--- config.mk ---
export PLATFORM = sky130hd
export DESIGN_NAME = hv_indirect_config_regs
export DESIGN_NICKNAME = d
export VERILOG_FILES = /design/src/verilog/hv_cfg_pkg.sv /design/src/verilog/hv_indirect_config_regs.sv
export VERILOG_INCLUDE_DIRS = /design/src /design/src/verilog
export SDC_FILE = /design/constraint.sdc
export NUM_CORES = 1
export LEC_CHECK = 0
export BUFFER_PORTS_ARGS = -buffer_cell sky130_fd_sc_hd__clkbuf_2
export CAP_MARGIN = 20
export CORE_ASPECT_RATIO = 2
export CORE_MARGIN = 2
export CORE_UTILIZATION = 35
export CTS_BUF_LIST = sky130_fd_sc_hd__clkbuf_2 sky130_fd_sc_hd__clkbuf_4 sky130_fd_sc_hd__clkbuf_8
export CTS_CLUSTER_DIAMETER = 150
export CTS_CLUSTER_SIZE = 20
export DETAILED_ROUTE_END_ITERATION = 10
export GPL_TIMING_DRIVEN = 1
export PLACE_DENSITY = 0.57
export SETUP_SLACK_MARGIN = 0.5
export SLEW_MARGIN = 20
export SYNTH_ARGS = -nofsm -noshare
export SYNTH_HDL_FRONTEND = slang
export SYNTH_SLANG_ARGS = --single-unit
--- constraint.sdc ---
create_clock -name clk_i -period 2.5 [get_ports clk_i]
set_input_delay 0.25 -clock clk_i [delete_from_list [all_inputs] [get_ports clk_i]]
set_output_delay 0.25 -clock clk_i [all_outputs]
set_load 0.02 [all_outputs]
--- src/verilog/hv_cfg_params.svh ---
/*
  Field positions, reset values, command codes and timing counts
  for the indirect high-voltage configuration registers.
  Assumes a 200 MHz system clock.
*/
`ifndef HV_CFG_PARAMS_SVH
`define HV_CFG_PARAMS_SVH

// ****************************************************************
// command codes
// ****************************************************************
`define HV_CMD_RD_CFG0      8'h00
`define HV_CMD_RD_CFG1      8'h01
`define HV_CMD_WR_CFG0      8'h08
`define HV_CMD_WR_CFG1      8'h09

// ****************************************************************
// reset values and field positions
// ****************************************************************
`define HV_CFG0_RESET       8'h00
`define HV_CFG1_RESET       8'h00
`define HV_CFG0_THERM_DIS   7
`define HV_CFG0_OSC_EN      6
`define HV_CFG0_BSD_EN      5
`define HV_CFG0_WAKE_HI     4
`define HV_CFG0_PSM_EN      3
`define HV_CFG0_LVF_EN      2
`define HV_CFG0_LIN_HI      1
`define HV_CFG0_LIN_LO      0
`define HV_CFG1_ATT_DIAG    7

// ****************************************************************
// timing
// ****************************************************************
`define HV_CLK_MHZ          200
`define HV_LATENCY_US       10
`define HV_LATENCY_CYC      (`HV_LATENCY_US * `HV_CLK_MHZ)
`define HV_OSC_START_US     70
`define HV_OSC_START_CYC    (`HV_OSC_START_US * `HV_CLK_MHZ)

`endif

--- src/verilog/hv_cfg_pkg.sv ---
/*
  Types for the indirect high-voltage configuration registers.
  Assumes nothing of its surroundings.
*/
package hv_cfg_pkg;
  typedef enum logic [1:0] {
    LIN_OFF  = 2'h0,
    LIN_RSV1 = 2'h1,
    LIN_ON   = 2'h2,
    LIN_RSV3 = 2'h3
  } lin_mode_e;

  typedef enum logic [1:0] {
    ST_IDLE = 2'h1,
    ST_BUSY = 2'h2
  } cmd_state_e;
endpackage

--- src/verilog/hv_indirect_config_regs.sv ---
/*
  Two indirectly addressed configuration registers for the high-voltage
  circuits, with a command-byte interpreter and data register.
  Assumes command strobes synchronous to clk_i and that software waits
  for busy to fall before issuing another command.
*/
// Summary of operation
// config register zero is eight bits, resets to zero and is reached only through the data register.
// config zero bit 7 set disables thermal shutdown of the wake/status driver, clear enables it.
// config zero bit 6 powers the precision oscillator, which is ready after its start-up time.
// config zero bit 5 set removes the bus pull-up and selects bit-serial mode.
// config zero bit 4 drives the wake pin high, otherwise it is left to the internal pull-down.
// config zero bit 3 enables the supply monitor, whose low-supply event raises the interrupt line if unmasked.
// config zero bit 2 enables the low-voltage flag function.
// config zero bits 1:0 pick the driver mode, only code 10 enabling it.
// config register one is eight bits, resets to zero and is reached only through the data register.
// config one bit 7 switches the attenuator diagnostic current source.
// commands 08 and 09 copy the data low byte into config zero or one.
// commands 00 and 01 read config zero or one back into the data register.
// busy stays set until the previous command completes and new commands must wait.
// a config write updates all eight bits together at command completion.
`timescale 1ns/1ps
`include "hv_cfg_params.svh"

module hv_indirect_config_regs #(
  parameter int LATENCY_CYC   = `HV_LATENCY_CYC,
  parameter int OSC_START_CYC = `HV_OSC_START_CYC
) (
  input  wire logic        clk_i,
  input  wire logic        arst_n_i,
  input  wire logic        cmd_wr_i,
  input  wire logic [7:0]  cmd_wdata_i,
  input  wire logic        dat_wr_i,
  input  wire logic [11:0] dat_wdata_i,
  input  wire logic        supply_low_i,
  input  wire logic        interrupt_mask_i,
  output logic      [7:0]  cmd_rdata_o,
  output logic      [11:0] dat_rdata_o,
  output logic             busy_o,
  output logic             therm_shutdown_en_o,
  output logic             osc_en_o,
  output logic             osc_ready_o,
  output logic             bus_pullup_en_o,
  output logic             bit_serial_mode_o,
  output logic             wake_pin_o,
  output logic             wake_pin_oe_o,
  output logic             supply_monitor_en_o,
  output logic             low_voltage_flag_en_o,
  output logic             lin_driver_en_o,
  output logic             att_diag_en_o,
  output logic             hv_interrupt_line_o
);

  // ****************************************************************
  // state
  // ****************************************************************
  localparam int LW = $clog2(LATENCY_CYC + 1);
  localparam int OW = $clog2(OSC_START_CYC + 1);
  localparam logic [7:0] CFG0_RST = `HV_CFG0_RESET;
  localparam logic [7:0] CFG1_RST = `HV_CFG1_RESET;

  hv_cfg_pkg::cmd_state_e state_r;
  logic [LW-1:0]          lat_cnt_r;
  logic [OW-1:0]          osc_cnt_r;
  logic [7:0]             pend_cmd_r;
  logic [7:0]             hv_config_zero_r;
  logic [7:0]             hv_config_one_r;
  logic [11:0]            hv_indirect_data_r;
  logic                   rd_ok_r;
  logic                   wr_ok_r;
  logic                   done;
  logic                   cmd_ok;
  logic                   is_rd;

  assign done   = (state_r == hv_cfg_pkg::ST_BUSY) && (lat_cnt_r == LW'(1));
  assign is_rd  = (pend_cmd_r == `HV_CMD_RD_CFG0) || (pend_cmd_r == `HV_CMD_RD_CFG1);
  assign cmd_ok = is_rd || (pend_cmd_r == `HV_CMD_WR_CFG0) || (pend_cmd_r == `HV_CMD_WR_CFG1);

  // ****************************************************************
  // command sequencer
  // ****************************************************************
  // commands written while busy are dropped, the pending one is kept
  always_ff @(posedge clk_i or negedge arst_n_i) begin
    if (!arst_n_i) begin
      state_r    <= hv_cfg_pkg::ST_IDLE;
      lat_cnt_r  <= '0;
      pend_cmd_r <= 8'h00;
    end else begin
      unique case (state_r)
        hv_cfg_pkg::ST_IDLE: begin
          if (cmd_wr_i) begin
            state_r    <= hv_cfg_pkg::ST_BUSY;
            lat_cnt_r  <= LW'(LATENCY_CYC);
            pend_cmd_r <= cmd_wdata_i;
          end
        end
        hv_cfg_pkg::ST_BUSY: begin
          lat_cnt_r <= lat_cnt_r - LW'(1);
          if (done) begin
            state_r <= hv_cfg_pkg::ST_IDLE;
          end
        end
        default: state_r <= hv_cfg_pkg::ST_IDLE;
      endcase
    end
  end

  always_ff @(posedge clk_i or negedge arst_n_i) begin
    if (!arst_n_i) begin
      rd_ok_r <= 1'b0;
      wr_ok_r <= 1'b0;
    end else if (done) begin
      rd_ok_r <= cmd_ok && is_rd;
      wr_ok_r <= cmd_ok && !is_rd;
    end
  end

  // ****************************************************************
  // configuration registers
  // ****************************************************************
  always_ff @(posedge clk_i or negedge arst_n_i) begin
    if (!arst_n_i) begin
      hv_config_zero_r <= `HV_CFG0_RESET;
      hv_config_one_r  <= `HV_CFG1_RESET;
    end else if (done) begin
      if (pend_cmd_r == `HV_CMD_WR_CFG0) begin
        hv_config_zero_r <= hv_indirect_data_r[7:0];
      end
      if (pend_cmd_r == `HV_CMD_WR_CFG1) begin
        hv_config_one_r <= hv_indirect_data_r[7:0];
      end
    end
  end

  // ****************************************************************
  // indirect data register
  // ****************************************************************
  // upper nibble tags the data with its command; software writes are masked there
  always_ff @(posedge clk_i or negedge arst_n_i) begin
    if (!arst_n_i) begin
      hv_indirect_data_r <= 12'h000;
    end else if (done && is_rd) begin
      hv_indirect_data_r <= {pend_cmd_r[3:0],
                             (pend_cmd_r == `HV_CMD_RD_CFG0) ? hv_config_zero_r : hv_config_one_r};
    end else if (done) begin
      hv_indirect_data_r[11:8] <= pend_cmd_r[3:0];
    end else if (dat_wr_i && state_r == hv_cfg_pkg::ST_IDLE) begin
      hv_indirect_data_r <= {4'h0, dat_wdata_i[7:0]};
    end
  end

  // ****************************************************************
  // oscillator start-up
  // ****************************************************************
  // models start-up delay only; real readiness comes from the analog side
  always_ff @(posedge clk_i or negedge arst_n_i) begin
    if (!arst_n_i) begin
      osc_cnt_r <= '0;
    end else if (!hv_config_zero_r[`HV_CFG0_OSC_EN]) begin
      osc_cnt_r <= '0;
    end else if (osc_cnt_r != OW'(OSC_START_CYC)) begin
      osc_cnt_r <= osc_cnt_r + OW'(1);
    end
  end

  // ****************************************************************
  // outputs
  // ****************************************************************
  always_ff @(posedge clk_i or negedge arst_n_i) begin
    if (!arst_n_i) begin
      osc_ready_o         <= 1'b0;
      hv_interrupt_line_o <= 1'b0;
    end else begin
      osc_ready_o         <= hv_config_zero_r[`HV_CFG0_OSC_EN] && (osc_cnt_r == OW'(OSC_START_CYC));
      hv_interrupt_line_o <= hv_config_zero_r[`HV_CFG0_PSM_EN] && interrupt_mask_i && supply_low_i;
    end
  end

  assign busy_o                = (state_r == hv_cfg_pkg::ST_BUSY);
  assign cmd_rdata_o           = {5'h00, wr_ok_r, rd_ok_r, busy_o};
  assign dat_rdata_o           = hv_indirect_data_r;

  // ****************************************************************
  // registered control outputs
  // ****************************************************************
  // decoded from the data register on the write edge itself, so the
  // controls move with the config register; a decode after the register
  // could pulse the driver enable while both mode bits change
  always_ff @(posedge clk_i or negedge arst_n_i) begin
    if (!arst_n_i) begin
      therm_shutdown_en_o   <= !CFG0_RST[`HV_CFG0_THERM_DIS];
      osc_en_o              <= CFG0_RST[`HV_CFG0_OSC_EN];
      bit_serial_mode_o     <= CFG0_RST[`HV_CFG0_BSD_EN];
      bus_pullup_en_o       <= !CFG0_RST[`HV_CFG0_BSD_EN];
      wake_pin_o            <= CFG0_RST[`HV_CFG0_WAKE_HI];
      wake_pin_oe_o         <= CFG0_RST[`HV_CFG0_WAKE_HI];
      supply_monitor_en_o   <= CFG0_RST[`HV_CFG0_PSM_EN];
      low_voltage_flag_en_o <= CFG0_RST[`HV_CFG0_LVF_EN];
      lin_driver_en_o       <= (CFG0_RST[`HV_CFG0_LIN_HI:`HV_CFG0_LIN_LO] == hv_cfg_pkg::LIN_ON);
    end else if (done && (pend_cmd_r == `HV_CMD_WR_CFG0)) begin
      therm_shutdown_en_o   <= !hv_indirect_data_r[`HV_CFG0_THERM_DIS];
      osc_en_o              <= hv_indirect_data_r[`HV_CFG0_OSC_EN];
      bit_serial_mode_o     <= hv_indirect_data_r[`HV_CFG0_BSD_EN];
      bus_pullup_en_o       <= !hv_indirect_data_r[`HV_CFG0_BSD_EN];
      wake_pin_o            <= hv_indirect_data_r[`HV_CFG0_WAKE_HI];
      // oe low leaves the pin to its internal pull-down
      wake_pin_oe_o         <= hv_indirect_data_r[`HV_CFG0_WAKE_HI];
      supply_monitor_en_o   <= hv_indirect_data_r[`HV_CFG0_PSM_EN];
      low_voltage_flag_en_o <= hv_indirect_data_r[`HV_CFG0_LVF_EN];
      // reserved mode codes leave the driver off
      lin_driver_en_o       <= (hv_indirect_data_r[`HV_CFG0_LIN_HI:`HV_CFG0_LIN_LO] == hv_cfg_pkg::LIN_ON);
    end
  end

  always_ff @(posedge clk_i or negedge arst_n_i) begin
    if (!arst_n_i) begin
      att_diag_en_o <= CFG1_RST[`HV_CFG1_ATT_DIAG];
    end else if (done && (pend_cmd_r == `HV_CMD_WR_CFG1)) begin
      att_diag_en_o <= hv_indirect_data_r[`HV_CFG1_ATT_DIAG];
    end
  end

endmodule // hv_indirect_config_regs

After elaboration in Yosys (flattened, before gate mapping)
Cells that the tools add are included.
{"block": "word_totals", "wordCells": 74, "reg_bits": 76}
{"block": "op_classes", "n_addsub": 2, "eq_ne": 13, "muxes": 12, "n_reduce_logical": 26}
{"cell": "two-way mux 14 bit", "count": 2}
{"cell": "two-way mux 12 bit", "count": 2}
{"cell": "case mux 11 bit (2 select lines)", "count": 1}
{"cell": "equality test 8 x 4 -> 1 bit, second input constant", "count": 2}
{"cell": "two-way mux 8 bit", "count": 2}
{"cell": "adder 14 x 1 -> 14 bit, second input constant", "count": 1}
{"cell": "equality test 14 bit, second input constant", "count": 1}
{"cell": "!= test 14 bit, second input constant", "count": 1}
{"cell": "AND reduction 2 bit", "count": 6}
{"cell": "equality test 11 x 1 -> 1 bit, second input constant", "count": 1}
{"cell": "two-way mux 11 bit", "count": 1}
{"cell": "subtractor 11 x 1 -> 11 bit, second input constant", "count": 1}
{"cell": "logical AND 1 bit", "count": 10}
{"cell": "equality test 8 x 1 -> 1 bit, second input constant", "count": 1}
{"cell": "zero test 8 bit", "count": 1}
{"cell": "!= test 2 x 1 -> 1 bit, second input constant", "count": 3}
{"cell": "equality test 2 bit, second input constant", "count": 2}
{"cell": "two-way mux 2 bit", "count": 2}
{"cell": "two-way mux 4 bit", "count": 1}
{"cell": "case mux 2 bit (2 select lines)", "count": 1}
{"cell": "nonzero test 2 bit", "count": 2}
{"cell": "zero test 1 bit", "count": 3}
{"cell": "logical OR 1 bit", "count": 3}
{"cell": "nonzero test 3 bit", "count": 1}
{"cell": "2 further kinds", "count": 2}

Longest topological paths before layout
{"block": "logic_depth", "ltp_word": 5, "ltp_mapped": 8, "depth_no_buf": 6}

Least setup slack after synthesis
No wires, ideal clock.
{"block": "synth_timing", "path_type": "flip-flop to flip-flop", "start": "register pend_cmd_r[1]", "end": "register hv_config_zero_r[0]", "arrival_ps": 1818, "n_path_buf": 1, "setup_ps": 125, "slack_ps": 557, "stages_incl_launch_ff": 6, "path_cell_list": "dfrtp_1 > or4_1 > nor3_4 > and4b_4 > buf_12 > mux2_4"}
{"block": "synth_via", "elab_chain_cells": 2}
{"element": "from (decl)", "line_no": "hv_indirect_config_regs.sv:65", "rtl": "logic [7:0] pend_cmd_r;"}
{"element": "from (signal assigned)", "line_no": "hv_indirect_config_regs.sv:94", "rtl": "pend_cmd_r <= cmd_wdata_i;"}
{"element": "equality test 8 x 4 -> 1 bit (no source line)"}
{"element": "AND reduction 2 bit (no source line)"}
{"element": "to (signal assigned)", "line_no": "hv_indirect_config_regs.sv:123", "rtl": "hv_config_zero_r <= `HV_CFG0_RESET;"}
{"element": "to (signal assigned)", "line_no": "hv_indirect_config_regs.sv:127", "rtl": "hv_config_zero_r <= hv_indirect_data_r[7:0];"}
{"element": "to (decl)", "line_no": "hv_indirect_config_regs.sv:66", "rtl": "logic [7:0] hv_config_zero_r;"}
No other way between the ends.
A chain may end at the register's enable or synchronous reset.

Worst setup path after layout
{"block": "layout_timing", "start": "register pend_cmd_r[5]", "end": "register hv_config_zero_r[0]"}
The elaborated chain is that of the path after synthesis.

==> flow_summary.ini <==
[timing]
slew_violations = 0
timing.final.ws_setup_ps = 495.2
rsz0062_at_grt = true
setup_viol = 0
hold_viol = 0
max_freq_mhz = 498.8
tightest_slew_ps = 686.8
fin_tns_setup_ps = 0
fin_skew_ps = 12.94
period_minus_slack_ps = 2005
timing.final.crit_share_pct = 80.19
maxSlewHeadroom_pct = 53.57
hold_ws_ps = 82.51

[cells_and_area]
area.sequential_sq_um = 1755
final_area_sq_um = 3939
diodes = 0
final_cell_mix = dfrtp_1, clkbuf_2, nand2_1
fillers = 920
final_common_cell = dfrtp_1
nNetsFinal = 384
drive_gt1_share_pct = 30.92
fin_util_pct = 42.54
fin_cells = 463
area_growth_pct = 18.97
multi_input_area_sq_um = 1419

[die]
pin_count = 59
core_sq_um = 9259
die_area_sq_um = 10300
die_x_um = 72.77
start_util_pct = 35.76
die_h_um = 141.5
placementRows = 50

[power]
p_clk_share_pct = 44.0
p_switching_mw = 0.4774
seq_power_share_pct = 53.7
power.share.switching_pct = 22.65
total_power_mw = 2.108
p_per_area_nw_per_um2 = 535.2
leakage_nw = 1.879
intPower_mw = 1.630
ir_drop_uv = 233.3
pwr-share-comb_pct = 2.3

[route]
vias = 2341
drt_iter0_markers = 209
wl_per_cell_um = 15.40
drt_drc_violations_left = 0
avgViaCountPerCell = 5.056
wl_um = 7128
drt_pass1_iterations = 4
ant_nets = 0

[logic_synthesis]
yosysTopAreaCell = dfrtp_1
async_flop_share_pct = 100.0
synth_top_area_share_pct = 50.64
synth-xor-area-share_pct = 2.910
ys_seq_area_share_pct = 53.02
syn-cell-area_sq_um = 3311
synth.distinct_cells = 44
synth-adder-area-share_pct = 1.512
yosys_register_bits = 70
muxShareOfSynthArea_pct = 14.85
synth_compound_area_share_pct = 4.800
synth_flop_cell = dfrtp_1
synthCells = 294
synth_top_family_by_area = simple AND/OR/NAND/NOR gates
yosys_warnings = 0
synth-simple-area-share_pct = 17.35
ys_top_cells_by_area = dfrtp_1, mux2i_1, nand2_1, mux2_4, mux2_2
synth-edff-count = 0
synth.avg_cell_area_sq_um = 11.26

[clock_tree]
cts_buffer_depth = 2
cts_tree = built
cts_buffers = 9
clk_latency_ps = 360
htree_levels = 3
path_clk_slew_ps = 80
root_buffer = clkbuf_8
cts.sinks = 70

[global_routing]
grt_usage_pct = 15.09
antenna_found_initial = 0
grt_overflow = 0
grt_pass1_wl_um = 11660
grt_max_degree = 31
grt_pass1_vias = 2383

[worst_hold_path]
min_path_type = input pin to flip-flop

[place]
placed_area_sq_um = 3615
place_ws_ps = 319.7
dp_cells = 437
io_buffers = 49
gp_congestion = 0.7535
dp_hpwl_um = 5027

[critical_path]
cp_data_required_time_ps = 2750
critPathKind = flip-flop to flip-flop
crit_arrival_ps = 2260
rrSetupSlack_ps = 500
endpoint_kind = flip-flop
start_kind = flip-flop
crit_fanout = 5

[run_status]
outcome = finished, final reports clean

[run]
cap_viol_max_count = 0
routing by layer:
| metal | vias to the layer above | part of all wire [%] | GRT usage, % |
|---|---|---|---|
| met1 | 1155 | 38 | 16.03 |
| met5 | - | 0 | 0 |
| li1 | 1126 | - | - |
| met3 | 14 | 3.4 | 3.693 |
| met4 | 0 | 2.9 | 8.285 |
| met2 | 46 | 56 | 26.51 |
critical path, stage by stage (launching register included):
cell and delay (ps):
dfrtp_1 380, or4_4 560, nor3_4 190, and4b_4 330
buf_6 150, mux2_4 290
kinds of logic after synthesis:
group / after synthesis
AO/OA/AOI/OAI: 26
XOR/XNOR: 11
adder cells (fa/ha/maj): 4
buffers and inverters: 33
flip-flops: 70
multiplexers: 44
other: 1
AND/OR/NAND/NOR: 105
final timing paths:
path	cells after the start	end	startpoint
min	3	pend_cmd_r[2]	cmd_wdata_i[2]
max reg2reg	5	hv_config_zero_r[0]	pend_cmd_r[5]
max in group asynchronous	3	lat_cnt_r[6]	arst_n_i
min in group asynchronous	2	osc_ready_o	arst_n_i
min reg2reg	2	therm_shutdown_en_o	therm_shutdown_en_o
max	5	hv_config_zero_r[0]	pend_cmd_r[5]
sequential cells by signal (all words and copies together), names as in the netlist, 2 cells and up:
name and flops:
osc_cnt_r 14, pend_cmd_r 8, hv_config_one_r 8, state_r 2, dat_rdata_o 12, hv_config_zero_r 8
lat_cnt_r 11
synthesized netlist by cell type (2+ instances only):
cell type and count:
o21ai_0 11, dfstp_2 3, or4_1 3, xor2_1 3
clkbuf_1 6, nor2_1 19, nand2b_1 3, a211oi_1 4
nand3_1 11, buf_4 10, nor4b_1 2, and3b_1 2
and3_1 2, ha_1 4, mux2i_1 27, dfrtp_1 67
nor3_1 5, mux2_2 9, nand4_1 4, and4_1 2
xnor2_1 8, mux2_4 8, a21oi_1 3, buf_2 2
nand2_1 35, nand3b_1 4, inv_1 13, nor4_1 5
a31oi_1 4
area by class of cell:
type	instances	area share [%]
inverter	13	1.239
clock inverter	6	1.557
multi-input combinational	195	36.02
tap	104	3.304
timing repair buffer	65	9.816
sequential	70	44.57
clock buffer	10	3.494
power by group through the flow:
| stage | clock [mW] | sequential (mW) | combinational [mW] |
|---|---|---|---|
| 2_1_floorplan | 0 | 1.15 | 0.0130 |
| 3_3_place_gp | 0 | 1.15 | 0.0497 |
| 3_5_place_dp | 0 | 1.15 | 0.0502 |
| 4_1_cts | 0.953 | 1.13 | 0.0515 |
| 5_1_grt | 1.01 | 1.13 | 0.0572 |
| 6_report | 0.927 | 1.13 | 0.0492 |
repair_timing:
item                                   CTS  global route
setup buffers                            8             0
pin swaps                                4             4
setup endpoints to repair               26            31
hold buffers                             1             0
cloned                                   0             1
endpoints found under the hold margin   23             0
resized for setup                        3            11
Power figures use the tool's default switching activity.
